## src/pwm_channel_pkg.sv

```systemverilog
// Purpose: Shared constants for one 16-bit PWM channel control block
// Assumes: Avalon-MM byte address = register index * 4, data in bits 7:0
// Notes:   Prescaler counts and the source clock rates are plain defaults
package pwm_channel_pkg;

	// Bus geometry
	localparam int          ADDR_W        = 18;          // Byte address width
	localparam int          IDX_W         = 16;          // Register index width
	// Register indices (byte address is four times the index)
	localparam logic [15:0] IDX_COUNT_LO  = 16'hf4d4;    // Counter low byte
	localparam logic [15:0] IDX_COUNT_HI  = 16'hf4d5;    // Counter high byte
	localparam logic [15:0] IDX_CONFIG    = 16'hf4d6;    // pwm_b_config
	localparam logic [15:0] IDX_RUN_STAT  = 16'hf4d7;    // pwm_b_run_status
	localparam logic [15:0] IDX_TRIG_MODE = 16'hf4d8;    // pwm_b_trigger_mode
	// Reset values
	localparam logic [7:0]  RST_CONFIG    = 8'h00;
	localparam logic [7:0]  RST_RUN_STAT  = 8'h40;
	localparam logic [7:0]  RST_TRIG_MODE = 8'h00;
	// pwm_b_config fields
	localparam int          B_CLR_INH     = 7;           // clear_inhibit
	localparam int          B_SUSP_LVL    = 6;           // suspend_level_select
	localparam int          B_INIT_LVL    = 5;           // initial_level
	localparam int          B_POLARITY    = 4;           // output_polarity
	localparam int          B_IRQ_HI      = 3;           // irq_point_hi
	localparam int          B_IRQ_LO      = 2;           // irq_point_lo
	localparam int          B_CLK_HI      = 1;           // clock_select_hi
	localparam int          B_CLK_LO      = 0;           // clock_select_lo
	// pwm_b_run_status fields
	localparam int          B_STATUS      = 7;           // counting_status
	localparam int          B_FLAG        = 6;           // output_flag
	localparam int          B_RUN         = 0;           // run_control
	// pwm_b_trigger_mode fields
	localparam int          B_ONE_SHOT    = 6;           // one_shot_select
	localparam int          B_TRIG_PIN    = 4;           // trigger_pin_select
	localparam int          B_STM_HI      = 3;           // start_mode_hi
	localparam int          B_STM_LO      = 2;           // start_mode_lo
	localparam int          B_EDGE_HI     = 1;           // trigger_edge_hi
	localparam int          B_EDGE_LO     = 0;           // trigger_edge_lo
	// Writable masks; everything else reads zero
	localparam logic [7:0]  MASK_TRIG     = 8'h5f;
	// Clock source codes
	localparam logic [1:0]  CLK_LOW_SPEED = 2'h0;
	localparam logic [1:0]  CLK_OSC       = 2'h1;
	localparam logic [1:0]  CLK_EXT_PIN   = 2'h3;
	// Start mode codes
	localparam logic [1:0]  STM_SW        = 2'h0;
	localparam logic [1:0]  STM_SW_EXT    = 2'h1;
	localparam logic [1:0]  STM_EXT       = 2'h2;
	localparam logic [1:0]  STM_SW_CLR    = 2'h3;
	// Edge codes
	localparam logic [1:0]  EDGE_OFF      = 2'h0;
	localparam logic [1:0]  EDGE_RISE     = 2'h1;
	localparam logic [1:0]  EDGE_FALL     = 2'h2;
	localparam logic [1:0]  EDGE_BOTH     = 2'h3;
	// Divider settings
	localparam logic [2:0]  DIV_UNUSED    = 3'h7;        // Treated as 1/1
	// Source clock enables derived from the 250 MHz system clock
	localparam logic [7:0]  LS_DIV_COUNT  = 8'h40;       // Low-speed enable period
	localparam logic [7:0]  OSC_DIV_COUNT = 8'h02;       // Oscillator enable period
	// Pins sampled by the synchroniser bank
	localparam int          PIN_EV0       = 0;
	localparam int          PIN_EV1       = 1;
	localparam int          PIN_EXT_CLK   = 2;
	localparam int          NUM_PINS      = 3;

	// Counting state, one-hot
	typedef enum logic [1:0] {
		ST_STOPPED  = 2'b01,
		ST_COUNTING = 2'b10
	} count_state_e;

endpackage

```

## src/pin_edge_sampler.sv

```systemverilog
// Purpose: Synchronise one pin and report edges at a sampling enable
// Assumes: Pin is asynchronous to CLOCK_IN
// Notes:   Edges are one-cycle pulses in the cycle after sample_en_in
`timescale 1ns/10ps
`default_nettype none
module pin_edge_sampler (
	input  wire logic clk_in,        // System clock
	input  wire logic srst_in,       // Synchronous reset
	input  wire logic pin_in,        // Raw pin level
	input  wire logic sample_en_in,  // Sampling strobe
	output var  logic rise_out,      // Rising edge seen
	output var  logic fall_out       // Falling edge seen
);
	logic sync_a;                    // First synchroniser stage
	logic sync_b;                    // Second synchroniser stage
	logic sampled;                   // Level at last sampling strobe

	// Two-stage synchroniser
	always_ff @(posedge clk_in) begin
		if (srst_in) begin
			sync_a <= 1'b0;
			sync_b <= 1'b0;
		end else begin
			sync_a <= pin_in;
			sync_b <= sync_a;
		end
	end

	// Sample on strobe and compare with the previous sample
	always_ff @(posedge clk_in) begin
		if (srst_in) begin
			sampled  <= 1'b0;
			rise_out <= 1'b0;
			fall_out <= 1'b0;
		end else begin
			rise_out <= sample_en_in & sync_b & ~sampled;
			fall_out <= sample_en_in & ~sync_b & sampled;
			if (sample_en_in) begin
				sampled <= sync_b;
			end
		end
	end
endmodule
`default_nettype wire

```

## src/pwm_channel_control.sv

```systemverilog
// Purpose: Control registers and count/output logic of one 16-bit PWM channel
// Assumes: Period and duty values come from registers outside this block
// Notes:   Registers sit on Avalon-MM; one wait cycle per access
//
// Contract
// - Clear-inhibit gates external clear while flag high
// - Coupled mode uses partner clear-inhibit
// - Suspension holds level or returns initial
// - Coupled: suspend select only when partner stopped
// - Initial level bit, inverted by negative polarity
// - Polarity bit selects positive or negative logic
// - Interrupt point: period, duty, or both
// - Clock select: low-speed, oscillator, external pin
// - Triggers sampled by oscillator or low-speed clock
// - Status bit shows counting, resets to zero
// - Output flag readable, set by counter write
// - Run bit starts and stops counting
// - One-shot runs one period then stops
// - Trigger pin select picks event input
// - Start mode field selects start source
// - Coupled mode ignores start mode and edge
// - External start edge start/stop behaviour
// - External clear edge selection
// - Counter byte write clears counter
// - Coupled mode uses partner divider setting
//
// Chosen here: the Avalon-MM register port.
`timescale 1ns/10ps
`default_nettype none
module pwm_channel_control
	import pwm_channel_pkg::*;
(
	input  wire logic              CLOCK_IN,                 // 250 MHz system clock
	input  wire logic              SRST_IN,                  // Synchronous reset
	input  wire logic [ADDR_W-1:0] AVS_ADDRESS_IN,           // Byte address
	input  wire logic              AVS_READ_IN,              // Read request
	input  wire logic              AVS_WRITE_IN,             // Write request
	input  wire logic [31:0]       AVS_WRITEDATA_IN,         // Write data
	input  wire logic [3:0]        AVS_BYTEENABLE_IN,        // Byte lanes
	output var  logic [31:0]       AVS_READDATA_OUT,         // Read data
	output var  logic              AVS_WAITREQUEST_OUT,      // Slave busy
	input  wire logic [15:0]       PERIOD_IN,                // Period value
	input  wire logic [15:0]       DUTY_IN,                  // Duty value
	input  wire logic [2:0]        DIVIDER_SELECT_IN,        // Own divider code
	input  wire logic              EVENT_INPUT_ZERO_IN,      // Event pin 0
	input  wire logic              EVENT_INPUT_ONE_IN,       // Event pin 1
	input  wire logic              EXTERNAL_TIMER_CLOCK_PIN_IN, // External clock pin
	input  wire logic              PAIR_COUPLED_MODE_IN,     // Pair coupled
	input  wire logic              PARTNER_CLEAR_INHIBIT_IN, // Partner clear-inhibit
	input  wire logic              PARTNER_RUN_IN,           // Partner run bit
	input  wire logic              PARTNER_ONE_SHOT_IN,      // Partner one-shot
	input  wire logic              PARTNER_TRIGGER_PIN_IN,   // Partner pin select
	input  wire logic [2:0]        PARTNER_DIVIDER_IN,       // Partner divider code
	output var  logic              PWM_OUT,                  // PWM output pin
	output var  logic              IRQ_OUT,                  // Interrupt pulse
	output var  logic              COUNTING_OUT              // Counting status
);

	// Register index of a word-aligned byte address
	function automatic logic [IDX_W-1:0] reg_index(input logic [ADDR_W-1:0] addr);
		reg_index = addr[ADDR_W-1:2];
	endfunction

	// Interrupt on a compare event for the selected point
	function automatic logic irq_hit(input logic [1:0] sel, input logic per,
		input logic dut);
		irq_hit = sel[1] ? (per | dut) : (sel[0] ? dut : per);
	endfunction

	logic [7:0]   config_reg;          // pwm_b_config
	logic         run_control;         // Software run bit
	logic [7:0]   trig_reg;            // pwm_b_trigger_mode
	logic         output_flag;         // Internal output level
	count_state_e state;               // Counting state
	logic [15:0]  counter;             // 16-bit binary counter
	logic [7:0]   ls_cnt;              // Low-speed enable divider
	logic [7:0]   osc_cnt;             // Oscillator enable divider
	logic         ls_en;               // Low-speed clock enable
	logic         osc_en;              // Oscillator clock enable
	logic [6:0]   prescale;            // Operating clock prescaler
	logic [NUM_PINS-1:0] pin_raw;      // Pins to synchronise
	logic [NUM_PINS-1:0] pin_smp;      // Sampling strobes
	logic [NUM_PINS-1:0] pin_rise;     // Rising edges
	logic [NUM_PINS-1:0] pin_fall;     // Falling edges
	logic         bus_req;             // Read or write pending
	logic         bus_go;              // Access completes this edge
	logic         wr_go;               // Write completes this edge
	logic [IDX_W-1:0] bus_idx;         // Decoded index
	logic [7:0]   rd_byte;             // Read mux result
	logic         cnt_write;           // Counter byte written
	logic [1:0]   clk_sel;             // Clock source field
	logic         src_en;              // Selected source enable
	logic [2:0]   div_eff;             // Effective divider code
	logic [6:0]   div_mask;            // Prescaler terminal mask
	logic         tick;                // Counting tick
	logic         trig_sel_eff;        // Effective pin select
	logic         trig_rise;           // Trigger rising edge
	logic         trig_fall;           // Trigger falling edge
	logic [1:0]   stm_eff;             // Effective start mode
	logic [1:0]   edge_eff;            // Effective edge field
	logic         clr_inh_eff;         // Effective clear-inhibit
	logic         one_shot_eff;        // Effective one-shot
	logic         ext_start;           // External start event
	logic         ext_stop;            // External stop and clear event
	logic         ext_clear;           // External clear event
	logic         susp_return;         // Return to initial when stopped
	logic         init_out;            // Initial pin level
	logic         per_match;           // Period compare
	logic         duty_match;          // Duty compare
	logic         counting;            // State is counting
	logic         sw_start;            // Software writes run=1
	logic         sw_stop;             // Software writes run=0

	// Bus decode
	assign bus_req   = AVS_READ_IN | AVS_WRITE_IN;
	assign bus_go    = bus_req & ~AVS_WAITREQUEST_OUT;
	assign wr_go     = bus_go & AVS_WRITE_IN & AVS_BYTEENABLE_IN[0];
	assign bus_idx   = reg_index(AVS_ADDRESS_IN);
	assign cnt_write = wr_go & ((bus_idx == IDX_COUNT_LO) | (bus_idx == IDX_COUNT_HI));
	assign sw_start  = wr_go & (bus_idx == IDX_RUN_STAT) & AVS_WRITEDATA_IN[B_RUN];
	assign sw_stop   = wr_go & (bus_idx == IDX_RUN_STAT) & ~AVS_WRITEDATA_IN[B_RUN];
	assign counting  = (state == ST_COUNTING);

	// Coupled-mode selection of effective settings
	assign clr_inh_eff  = PAIR_COUPLED_MODE_IN ? PARTNER_CLEAR_INHIBIT_IN
		: config_reg[B_CLR_INH];
	assign one_shot_eff = PAIR_COUPLED_MODE_IN ? PARTNER_ONE_SHOT_IN : trig_reg[B_ONE_SHOT];
	assign trig_sel_eff = PAIR_COUPLED_MODE_IN ? PARTNER_TRIGGER_PIN_IN
		: trig_reg[B_TRIG_PIN];
	assign stm_eff  = PAIR_COUPLED_MODE_IN ? STM_SW : trig_reg[B_STM_HI:B_STM_LO];
	assign edge_eff = PAIR_COUPLED_MODE_IN ? EDGE_OFF
		: trig_reg[B_EDGE_HI:B_EDGE_LO];
	assign div_eff  = PAIR_COUPLED_MODE_IN ? PARTNER_DIVIDER_IN : DIVIDER_SELECT_IN;

	// Suspension level: coupled channel follows partner run bit
	assign susp_return = config_reg[B_SUSP_LVL]
		& (~PAIR_COUPLED_MODE_IN | ~PARTNER_RUN_IN);

	// Initial level high for zero, inverted by negative logic
	assign init_out = ~(config_reg[B_INIT_LVL] ^ config_reg[B_POLARITY]);

	// Low-speed and oscillator enables from the system clock
	always_ff @(posedge CLOCK_IN) begin
		if (SRST_IN) begin
			ls_cnt  <= 8'h00;
			osc_cnt <= 8'h00;
			ls_en   <= 1'b0;
			osc_en  <= 1'b0;
		end else begin
			ls_en   <= (ls_cnt == LS_DIV_COUNT - 8'h01);
			osc_en  <= (osc_cnt == OSC_DIV_COUNT - 8'h01);
			// Wrap each divider at its terminal count
			ls_cnt  <= (ls_cnt == LS_DIV_COUNT - 8'h01) ? 8'h00 : ls_cnt + 8'h01;
			osc_cnt <= (osc_cnt == OSC_DIV_COUNT - 8'h01) ? 8'h00 : osc_cnt + 8'h01;
		end
	end

	// Sampling strobes: triggers use oscillator only when it clocks the channel
	assign clk_sel            = config_reg[B_CLK_HI:B_CLK_LO];
	assign pin_raw[PIN_EV0]   = EVENT_INPUT_ZERO_IN;
	assign pin_raw[PIN_EV1]   = EVENT_INPUT_ONE_IN;
	assign pin_raw[PIN_EXT_CLK] = EXTERNAL_TIMER_CLOCK_PIN_IN;
	assign pin_smp[PIN_EV0]   = (clk_sel == CLK_OSC) ? osc_en : ls_en;
	assign pin_smp[PIN_EV1]   = (clk_sel == CLK_OSC) ? osc_en : ls_en;
	assign pin_smp[PIN_EXT_CLK] = 1'b1;

	// Synchroniser bank for the pins
	genvar gi;
	generate
		for (gi = 0; gi < NUM_PINS; gi++) begin : g_pin
			pin_edge_sampler u_sampler (
				.clk_in       (CLOCK_IN),
				.srst_in      (SRST_IN),
				.pin_in       (pin_raw[gi]),
				.sample_en_in (pin_smp[gi]),
				.rise_out     (pin_rise[gi]),
				.fall_out     (pin_fall[gi])
			);
		end
	endgenerate

	// Selected trigger pin edges
	assign trig_rise = trig_sel_eff ? pin_rise[PIN_EV1] : pin_rise[PIN_EV0];
	assign trig_fall = trig_sel_eff ? pin_fall[PIN_EV1] : pin_fall[PIN_EV0];

	// Operating clock source; reserved code gives no clock
	always_comb begin
		case (clk_sel)
			CLK_LOW_SPEED: src_en = ls_en;
			CLK_OSC:       src_en = osc_en;
			CLK_EXT_PIN:   src_en = pin_rise[PIN_EXT_CLK];
			default:       src_en = 1'b0;
		endcase
	end

	// Divider mask: 2^n - 1, unused code behaves as 1/1
	always_comb begin
		if (div_eff == DIV_UNUSED) begin
			div_mask = 7'h00;
		end else begin
			div_mask = 7'((8'h01 << div_eff) - 8'h01);
		end
	end
	assign tick = src_en & ((prescale & div_mask) == div_mask);

	// Prescaler advances on every source enable
	always_ff @(posedge CLOCK_IN) begin
		if (SRST_IN || cnt_write) begin
			prescale <= 7'h00;
		end else if (src_en) begin
			prescale <= prescale + 7'h01;
		end
	end

	// External trigger decode per start mode and edge
	always_comb begin
		ext_start = 1'b0;
		ext_stop  = 1'b0;
		ext_clear = 1'b0;
		case (stm_eff)
			STM_SW_EXT, STM_EXT: begin
				// Start on one edge, stop and clear on the other
				case (edge_eff)
					EDGE_RISE: begin
						ext_start = trig_rise;
						ext_stop  = trig_fall;
					end
					EDGE_FALL: begin
						ext_start = trig_fall;
						ext_stop  = trig_rise;
					end
					default:   ext_start = 1'b0; // Edge codes that disable start
				endcase
			end
			STM_SW_CLR: begin
				// Clear edge chosen by field; inhibit while flag high
				case (edge_eff)
					EDGE_RISE: ext_clear = trig_fall;
					EDGE_FALL: ext_clear = trig_rise;
					EDGE_BOTH: ext_clear = trig_rise | trig_fall;
					default:   ext_clear = 1'b0;
				endcase
				if (output_flag && clr_inh_eff) begin
					ext_clear = 1'b0;
				end
			end
			default: ext_start = 1'b0; // Software start only
		endcase
	end

	// Compare points
	assign per_match  = counting & tick & (counter == PERIOD_IN);
	assign duty_match = counting & tick & (counter == DUTY_IN);

	// Run bit and counting state
	always_ff @(posedge CLOCK_IN) begin
		if (SRST_IN) begin
			run_control <= 1'b0;
			state       <= ST_STOPPED;
		end else begin
			case (state)
				ST_STOPPED: begin
					// Software start allowed except in external-only mode
					if ((sw_start && stm_eff != STM_EXT) || ext_start) begin
						run_control <= 1'b1;
						state       <= ST_COUNTING;
					end
				end
				ST_COUNTING: begin
					// Stop by software, external edge or end of one shot
					if (sw_stop || ext_stop || (per_match && one_shot_eff)) begin
						run_control <= 1'b0;
						state       <= ST_STOPPED;
					end
				end
				default: begin
					run_control <= 1'b0;
					state       <= ST_STOPPED;
				end
			endcase
		end
	end

	// Counter: cleared by writes and external clear or stop
	always_ff @(posedge CLOCK_IN) begin
		if (SRST_IN) begin
			counter <= 16'h0000;
		end else if (cnt_write || ext_stop || ext_clear || per_match) begin
			counter <= 16'h0000;
		end else if (counting && tick) begin
			counter <= counter + 16'h0001;
		end
	end

	// Output flag: set at period start, cleared at duty match
	always_ff @(posedge CLOCK_IN) begin
		if (SRST_IN) begin
			output_flag <= 1'b1;
		end else if (cnt_write || ext_stop || ext_clear) begin
			output_flag <= 1'b1;
		end else if (per_match) begin
			output_flag <= 1'b1;
		end else if (duty_match) begin
			output_flag <= 1'b0;
		end else if (!counting && susp_return) begin
			output_flag <= 1'b1;
		end
	end

	// Pins, interrupt pulse and status mirror
	always_ff @(posedge CLOCK_IN) begin
		if (SRST_IN) begin
			PWM_OUT      <= 1'b1;
			IRQ_OUT      <= 1'b0;
			COUNTING_OUT <= 1'b0;
		end else begin
			PWM_OUT      <= output_flag ? init_out : ~init_out;
			IRQ_OUT      <= irq_hit(config_reg[B_IRQ_HI:B_IRQ_LO], per_match,
				duty_match);
			COUNTING_OUT <= counting;
		end
	end

	// Writable control registers
	always_ff @(posedge CLOCK_IN) begin
		if (SRST_IN) begin
			config_reg <= RST_CONFIG;
			trig_reg   <= RST_TRIG_MODE;
		end else if (wr_go) begin
			if (bus_idx == IDX_CONFIG) begin
				config_reg <= AVS_WRITEDATA_IN[7:0];
			end
			if (bus_idx == IDX_TRIG_MODE) begin
				trig_reg <= AVS_WRITEDATA_IN[7:0] & MASK_TRIG;
			end
		end
	end

	// Read mux; unmapped and reserved bits read zero
	always_comb begin
		rd_byte = 8'h00;
		case (bus_idx)
			IDX_COUNT_LO:  rd_byte = counter[7:0];
			IDX_COUNT_HI:  rd_byte = counter[15:8];
			IDX_CONFIG:    rd_byte = config_reg;
			IDX_RUN_STAT: begin
				rd_byte[B_STATUS] = counting;
				rd_byte[B_FLAG]   = output_flag;
				rd_byte[B_RUN]    = run_control;
			end
			IDX_TRIG_MODE: rd_byte = trig_reg;
			default:       rd_byte = 8'h00;
		endcase
	end

	// Avalon handshake: one wait cycle, then complete
	always_ff @(posedge CLOCK_IN) begin
		if (SRST_IN) begin
			AVS_WAITREQUEST_OUT <= 1'b1;
			AVS_READDATA_OUT    <= 32'h0000_0000;
		end else if (bus_req && AVS_WAITREQUEST_OUT) begin
			AVS_WAITREQUEST_OUT <= 1'b0;
			AVS_READDATA_OUT    <= {24'h00_0000, rd_byte};
		end else begin
			AVS_WAITREQUEST_OUT <= 1'b1;
		end
	end

endmodule
`default_nettype wire

```

## config.mk

```make
export PLATFORM = sky130hd
export DESIGN_NAME = pwm_channel_control
export DESIGN_NICKNAME = d
export VERILOG_FILES = /design/src/pwm_channel_pkg.sv /design/src/pin_edge_sampler.sv /design/src/pwm_channel_control.sv
export SDC_FILE = /design/constraint.sdc
export NUM_CORES = 1
export LEC_CHECK = 0
export BUFFER_PORTS_ARGS = -buffer_cell sky130_fd_sc_hd__clkbuf_2
export CAP_MARGIN = 20
export CELL_PAD_IN_SITES_DETAIL_PLACEMENT = 1
export CELL_PAD_IN_SITES_GLOBAL_PLACEMENT = 2
export CORE_MARGIN = 2
export CORE_UTILIZATION = 33
export CTS_CLUSTER_DIAMETER = 60
export DETAILED_ROUTE_END_ITERATION = 10
export GPL_TIMING_DRIVEN = 0
export HOLD_SLACK_MARGIN = 0.03
export PLACE_DENSITY_LB_ADDON = 0.1
export SLEW_MARGIN = 20
export SYNTH_ARGS = -nofsm -noshare
export SYNTH_HDL_FRONTEND = slang
export SYNTH_SLANG_ARGS = --single-unit
```

## constraint.sdc

```tcl
create_clock -name CLOCK_IN -period 7.55 [get_ports CLOCK_IN]
set_clock_uncertainty 0.1 [all_clocks]
set_input_delay 0.755 -clock CLOCK_IN [delete_from_list [all_inputs] [get_ports CLOCK_IN]]
set_output_delay 0.755 -clock CLOCK_IN [all_outputs]
set_load 0.05 [all_outputs]
```

After elaboration in Yosys (flattened, before gate mapping)
Cells that the tools add are included.
- add/sub/neg operators: 5
- equal/unequal tests: 24
- shift operators: 1
- mux-type cells: 33
- bitwise gates (word level): 38
- reduce and logical (&&, ||, !) cells: 24
- operators with widths (cell ; count):
    $eq 16x16->1 const B ; 5
    $eq 16x16->1 ; 2
    $and 1x1->1 ; 21
    $pmux 5 s4 ; 1
    $mux 1 ; 18
    $add 16x1->16 const B ; 1
    $add 8x1->8 const B ; 2
    $eq 2x2->1 const B ; 6
    $not 1->1 ; 10
    $pmux 2 s5 ; 1
    $eq 2x1->1 const B ; 4
    $eq 8x1->1 const B ; 1
    $eq 8x6->1 const B ; 1
    $mux 2 ; 4
    $reduce_or 2->1 ; 4
    $add 7x1->7 const B ; 1
    $and 7x7->7 ; 1
    $eq 7x7->1 ; 1
    $logic_or 1x1->1 ; 7
    $mux 7 ; 1
    $shl 1x3->7 const A ; 1
    $sub 7x1->7 const B ; 1
    $logic_and 1x1->1 ; 6
    $pmux 1 s2 ; 3
    14 further kinds ; 22
- register bits after elaboration: 85
- input bits: 104
- output and inout bits: 36
- logic and storage cells: 155

Depth between registers and ports, before layout
- depth in word-level cells: 13
- depth in mapped cells: 14
- mapped depth without buffers: 10

Hierarchy
Synthesis repeated with hierarchy kept, for this count alone.
- cell total of the unflattened synthesis: 527
- area total of the unflattened synthesis: 4769.6 µm²
- by module, submodules not included (module ; times used ; cells an instance ; area an instance (µm²) ; seq. area each (µm²)):
    pwm_channel_control ; 1 ; 494 ; 4300.4 ; 1401.3
    pin_edge_sampler ; 3 ; 11 ; 156.4 ; 100.1

Least setup slack after synthesis
Ideal clock, no wire load.
- path type: input to register
- start: input PAIR_COUPLED_MODE_IN
- end: register counter[13]
- setup time: 66 ps
- arrival time: 2971 ps
- data required time: 7384 ps
- slack: 4413 ps
- stages: 14
- path buffers: 4
- cells stage by stage: buf_6 buf_4 nor3_1 a21oi_1 or2_2 ha_1 o21ai_0 a21oi_1 a2111o_1 nand3_1 buf_4 buf_4 o21ai_0 a21oi_2
- cells in the longest elaborated chain, start to end: 11
- elaborated cells between the ends (all ways): 35
- those cells by class: add/sub (1); eq/ne (8); shift (1); mux (13); bitwise (5); reduce/logical (7)
- RTL lines (element ; RTL line ; RTL):
    start: declaration ; pwm_channel_control.sv:48 ; input wire logic PAIR_COUPLED_MODE_IN,
    $mux 3 ; pwm_channel_control.sv:133 ; assign div_eff = PAIR_COUPLED_MODE_IN ? PARTNER_DIVIDER_IN : DIVIDER_SELECT_IN;
    $shl 1x3->7 ; pwm_channel_control.sv:201 ; div_mask = 7'((8'h01 << div_eff) - 8'h01);
    $sub 7x1->7 ; pwm_channel_control.sv:201 ;
    $mux 7 ; pwm_channel_control.sv:198 ; if (div_eff == DIV_UNUSED) begin
    $and 7x7->7 ; pwm_channel_control.sv:204 ; assign tick = src_en & ((prescale & div_mask) == div_mask);
    $eq 7x7->1 ; pwm_channel_control.sv:204 ;
    $and 1x1->1 ; pwm_channel_control.sv:204 ;
    $and 1x1->1 (2 in a row) ; pwm_channel_control.sv:252 ; assign per_match = counting & tick & (counter == PERIOD_IN);
    $logic_or 1x1->1 ; pwm_channel_control.sv:288 ; end else if (cnt_write || ext_stop || ext_clear || per_match) begin
    $reduce_or 2->1 (no source line) ; - ;
    end signal: assignment ; pwm_channel_control.sv:291 ; counter <= counter + 16'h0001;
    end: declaration ; pwm_channel_control.sv:75 ; logic [15:0] counter;
Parallel ways exist; a longest one is shown, timed or not.
A chain may end at the register's enable or synchronous reset.

Worst setup path after layout
Same ends and word-level chain as after synthesis.

==> flow_summary_export.csv <==
group,metric,value,unit
critical_path,r2r_end,"counter[10]",
timing,finalHoldViolCount,0,
floorplan,ios,140,
detailed_routing,num_vias,4279,
grt,grt_max_degree,15,
grt,grt_pass1_vias,4361,
power_and_ir_drop,p_int,807,uW
power_and_ir_drop,power_frac_comb,11.6,%
critical_path,path_cells,"buf_6 > buf_4 > nor3_1 > a21oi_1 > or2_2 > ha_1 > o21ai_0 > a21oi_1 > a2111o_1 > nand3_1 > buf_4 > buf_4 > o21ai_0 > a21oi_2",
timing,slew_headroom,59.0,%
critical_path,r2r_slack,4750,ps
detailed_routing,dr.pass1.iters,4,
critical_path,reg2regPathDepth,9,
finish,multi_input_area,0.00292,mm2
detailed_routing,routed_wl,14.1,mm
grt,gr-total-overflow,0,
critical_path,path_buf_inv,4,
timing,setup_viol,0,
synthesis,ys_warn_count,0,
floorplan,coreArea,0.0145,mm2
synthesis,synth_top_family_by_area,"simple AND/OR/NAND/NOR gates",
critical_path,crit_path_frequent_cell,"buf_4",
synthesis,synthSimpleGateAreaFrac,24.9,%
power_and_ir_drop,vdd_drop_max,130,uV
critical_path,crit_path_max_incr_delay,440,ps
power_and_ir_drop,p_leak,2.41,nW
power_and_ir_drop,p_switching,273,uW
synthesis,synth_area_per_cell,8.99,um2
critical_path,cp-start-kind,"input pin",
synthesis,netlist-cell-type-count,73,
timing,fmax,320,MHz
finish,seqCellArea,0.00168,mm2
status,status,"finished, final reports clean",
clocking,h-tree-depth,3,
clocking,cts_hold_buf,0,
power_and_ir_drop,swShare,25.3,%
critical_path,path_delay_family,"compound AO/OA/AOI/OAI gates",
finish,fin_area,0.00595,mm2
synthesis,synth_compound_area_share,12.2,%
synthesis,syn_inst,543,
critical_path,crit_arrival,3310,ps
synthesis,postSynth.asyncResetShare,0,%
synthesis,synth_enable_flop_cells,0,
finish,diodes,0,
finish,drive_gt1_share,26.3,%
power_and_ir_drop,seqPwrFrac,42.2,%
grt,antenna_found_initial,0,
hold_path,hold_path_end,"g_pin[2].u_sampler.rise_out",
placement,portBuffers,84,
timing,worstMarginPinSlew,610,ps
timing,maxSlewViolCount,0,
clocking,clkTransAtPathRegs,60,ps
critical_path,required,7740,ps
power_and_ir_drop,powerDensity,182,mW/mm2
clocking,clock_latency,350,ps
detailed_routing,viasPerCell,5.03,
hold_path,whs_path_depth,1,
placement,pre_cts_slack,4060,ps
synthesis,synth_fa_ha_area_share,3.08,%
finish,nNetsFinal,777,
power_and_ir_drop,total_power,1.08,mW
placement,placed_area,0.00562,mm2
finish,syn_to_final_growth,22.0,%
synthesis,synth-main-ff-cell,"dfxtp_1",
clocking,post_cts_resized,0,
timing,whs,285,ps
timing,finalCritPeriodShare,41.4,%
grt,grt_pass1_wl,23.0,mm
clocking,postCtsSetupRepairBufs,0,
detailed_routing,wl_per_cell,16.6,um
placement,globalplace.congestion,0.798,
floorplan,row_count,44,
synthesis,ys_ff_latch,84,
synthesis,syn_area,0.00488,mm2
clocking,cts_tree,"done",
critical_path,cp_max_fo,10,
critical_path,end_kind,"register",
critical_path,slowest_stage,"a2111o_1",
clocking,cts.sinks,84,
detailed_routing,drtIter0Drc,175,
clocking,cts_inserted_buffers,9,
run,maxCapViolations,0,
critical_path,path_class,"in2reg",
synthesis,synth_mux_area_share,8.44,%
synthesis,yosys.area_share.xor_xnor,9.33,%
floorplan,die_h,126,um
detailed_routing,drc,0,
clocking,cts-root-buf,"clkbuf_16",
synthesis,synth.yosys.seq_area_share,34.5,%
timing,rsz0062_at_grt,"false",
floorplan,die_w,126,um
finish,largest_register_ffs,16,
power_and_ir_drop,pwr-share-clk,46.2,%
hold_path,hold_class,"reg2reg",
detailed_routing,drtAntennaViolNets,0,
timing,setup_ws,4430,ps
placement,dp.final_hpwl,11.1,mm
timing,period_needed,3120,ps
finish,n_fill_cell,1765,
floorplan,start_util,33.7,%
floorplan,fp.dieArea,0.0158,mm2
critical_path,r2r-start,"counter[9]",
grt,grtUsageTotal,18.5,%
clocking,clock_path_buffers,2,
timing,tns,0,ps
finish,top_register,"counter",
hold_path,hold_start,"g_pin[2].u_sampler.sampled",
==> worst reg2reg max path, stage by stage, from the launching register on <==
cell and delay, ps:
dfxtp_1 300, clkbuf_1 410, xnor2_1 190, nand4_1 140
nor4_2 480, buf_2 340, buf_2 300, a31oi_1 80
o21ai_0 260, a21oi_2 80
==> power groups by stage <==
stage                     sequential (mW)  clock, mW  combinational (mW)
final                               0.456      0.499               0.125
after global routing                0.457      0.535               0.136
after CTS                           0.456      0.515               0.127
after detailed placement            0.466          0               0.127
after global placement              0.466          0               0.124
after floorplan                     0.470          0              0.0821
==> area by class of cell <==
class / instances / area share, %
multi-input combinational: 420 / 49.1
tap: 184 / 3.87
clock buffer: 11 / 4.25
clock inverter: 5 / 1.39
buffer: 53 / 5.55
timing repair buffer: 84 / 7.06
sequential: 84 / 28.3
inverter: 9 / 0.568
==> cell usage in the layout, fill, tap and decap left out, drive strengths merged, types with 19 or more instances in the layout <==
master / n
a21oi: 19
buf: 38
clkbuf: 110
conb: 24
dfxtp: 84
mux2i: 29
nand2: 27
nor2: 67
o21ai: 22
xnor2: 22
xor2: 30
==> cells in the mapped netlist, types with 3 or more instances <==
master / n / area share (%)
dfxtp_1: 84 / 34
nor2_1: 65 / 5.0
xor2_1: 30 / 5.4
buf_4: 27 / 4.2
nand2_1: 27 / 2.1
mux2i_1: 26 / 5.3
xnor2_1: 22 / 3.9
o21ai_0: 21 / 2.2
nand3_1: 18 / 1.8
clkbuf_1: 15 / 1.2
nor2b_1: 14 / 1.8
ha_1: 12 / 3.1
a21oi_1: 10 / 1.0
nand4_1: 10 / 1.3
a21oi_2: 9 / 1.6
inv_1: 9 / 0.69
mux2_2: 9 / 2.1
nor3_1: 9 / 0.92
and3_1: 8 / 1.0
nor4b_1: 8 / 1.4
nand2b_1: 7 / 0.90
buf_2: 6 / 0.62
nand3b_1: 6 / 0.92
nor4_1: 6 / 0.77
a22oi_1: 5 / 0.77
a31oi_1: 5 / 0.64
a222oi_1: 4 / 0.82
o211ai_1: 4 / 0.62
o21a_1: 4 / 0.62
a22o_1: 3 / 0.54
buf_6: 3 / 0.69
or2_2: 3 / 0.38
==> worst max-delay path by stage <==
stage | from | to | slack (ps) | cells after the start
6_report | PAIR_COUPLED_MODE_IN | counter[13] | 4430 | 14
5_1_grt | PAIR_COUPLED_MODE_IN | counter[6] | 4220 | 14
4_1_cts | PAIR_COUPLED_MODE_IN | counter[13] | 4430 | 14
3_5_place_dp | PAIR_COUPLED_MODE_IN | counter[13] | 4060 | 14
3_3_place_gp | PAIR_COUPLED_MODE_IN | counter[13] | 4090 | 14
2_1_floorplan | PAIR_COUPLED_MODE_IN | counter[13] | 4410 | 14
==> cell families (layout without fill, tap and decap cells) <==
logic type,after synthesis,in the layout
flip-flops,84,84
adder cells (fa/ha/maj),12,12
buffers and inverters,62,162
other,1,24
XOR/XNOR,52,52
AO/OA/AOI/OAI,84,84
AND/OR/NAND/NOR,210,210
multiplexers,38,38
==> stage by stage <==
stage | util, % | instances
after floorplan | - | 566
after global placement | 38.8 | 834
after detailed placement | 38.8 | 834
after CTS | 41.1 | 850
after global routing | 41.1 | 850
final | 41.1 | 850
==> layer usage <==
metal  track usage, %  vias to the layer above  share of wire [%]
met3             4.36                       17                3.9
li1                 -                     2116                  -
met4             4.18                        0                1.2
met1             22.9                     2067                 45
met5                0                        -                  0
met2             32.6                       79                 50
(Power assumes the default switching activity.)
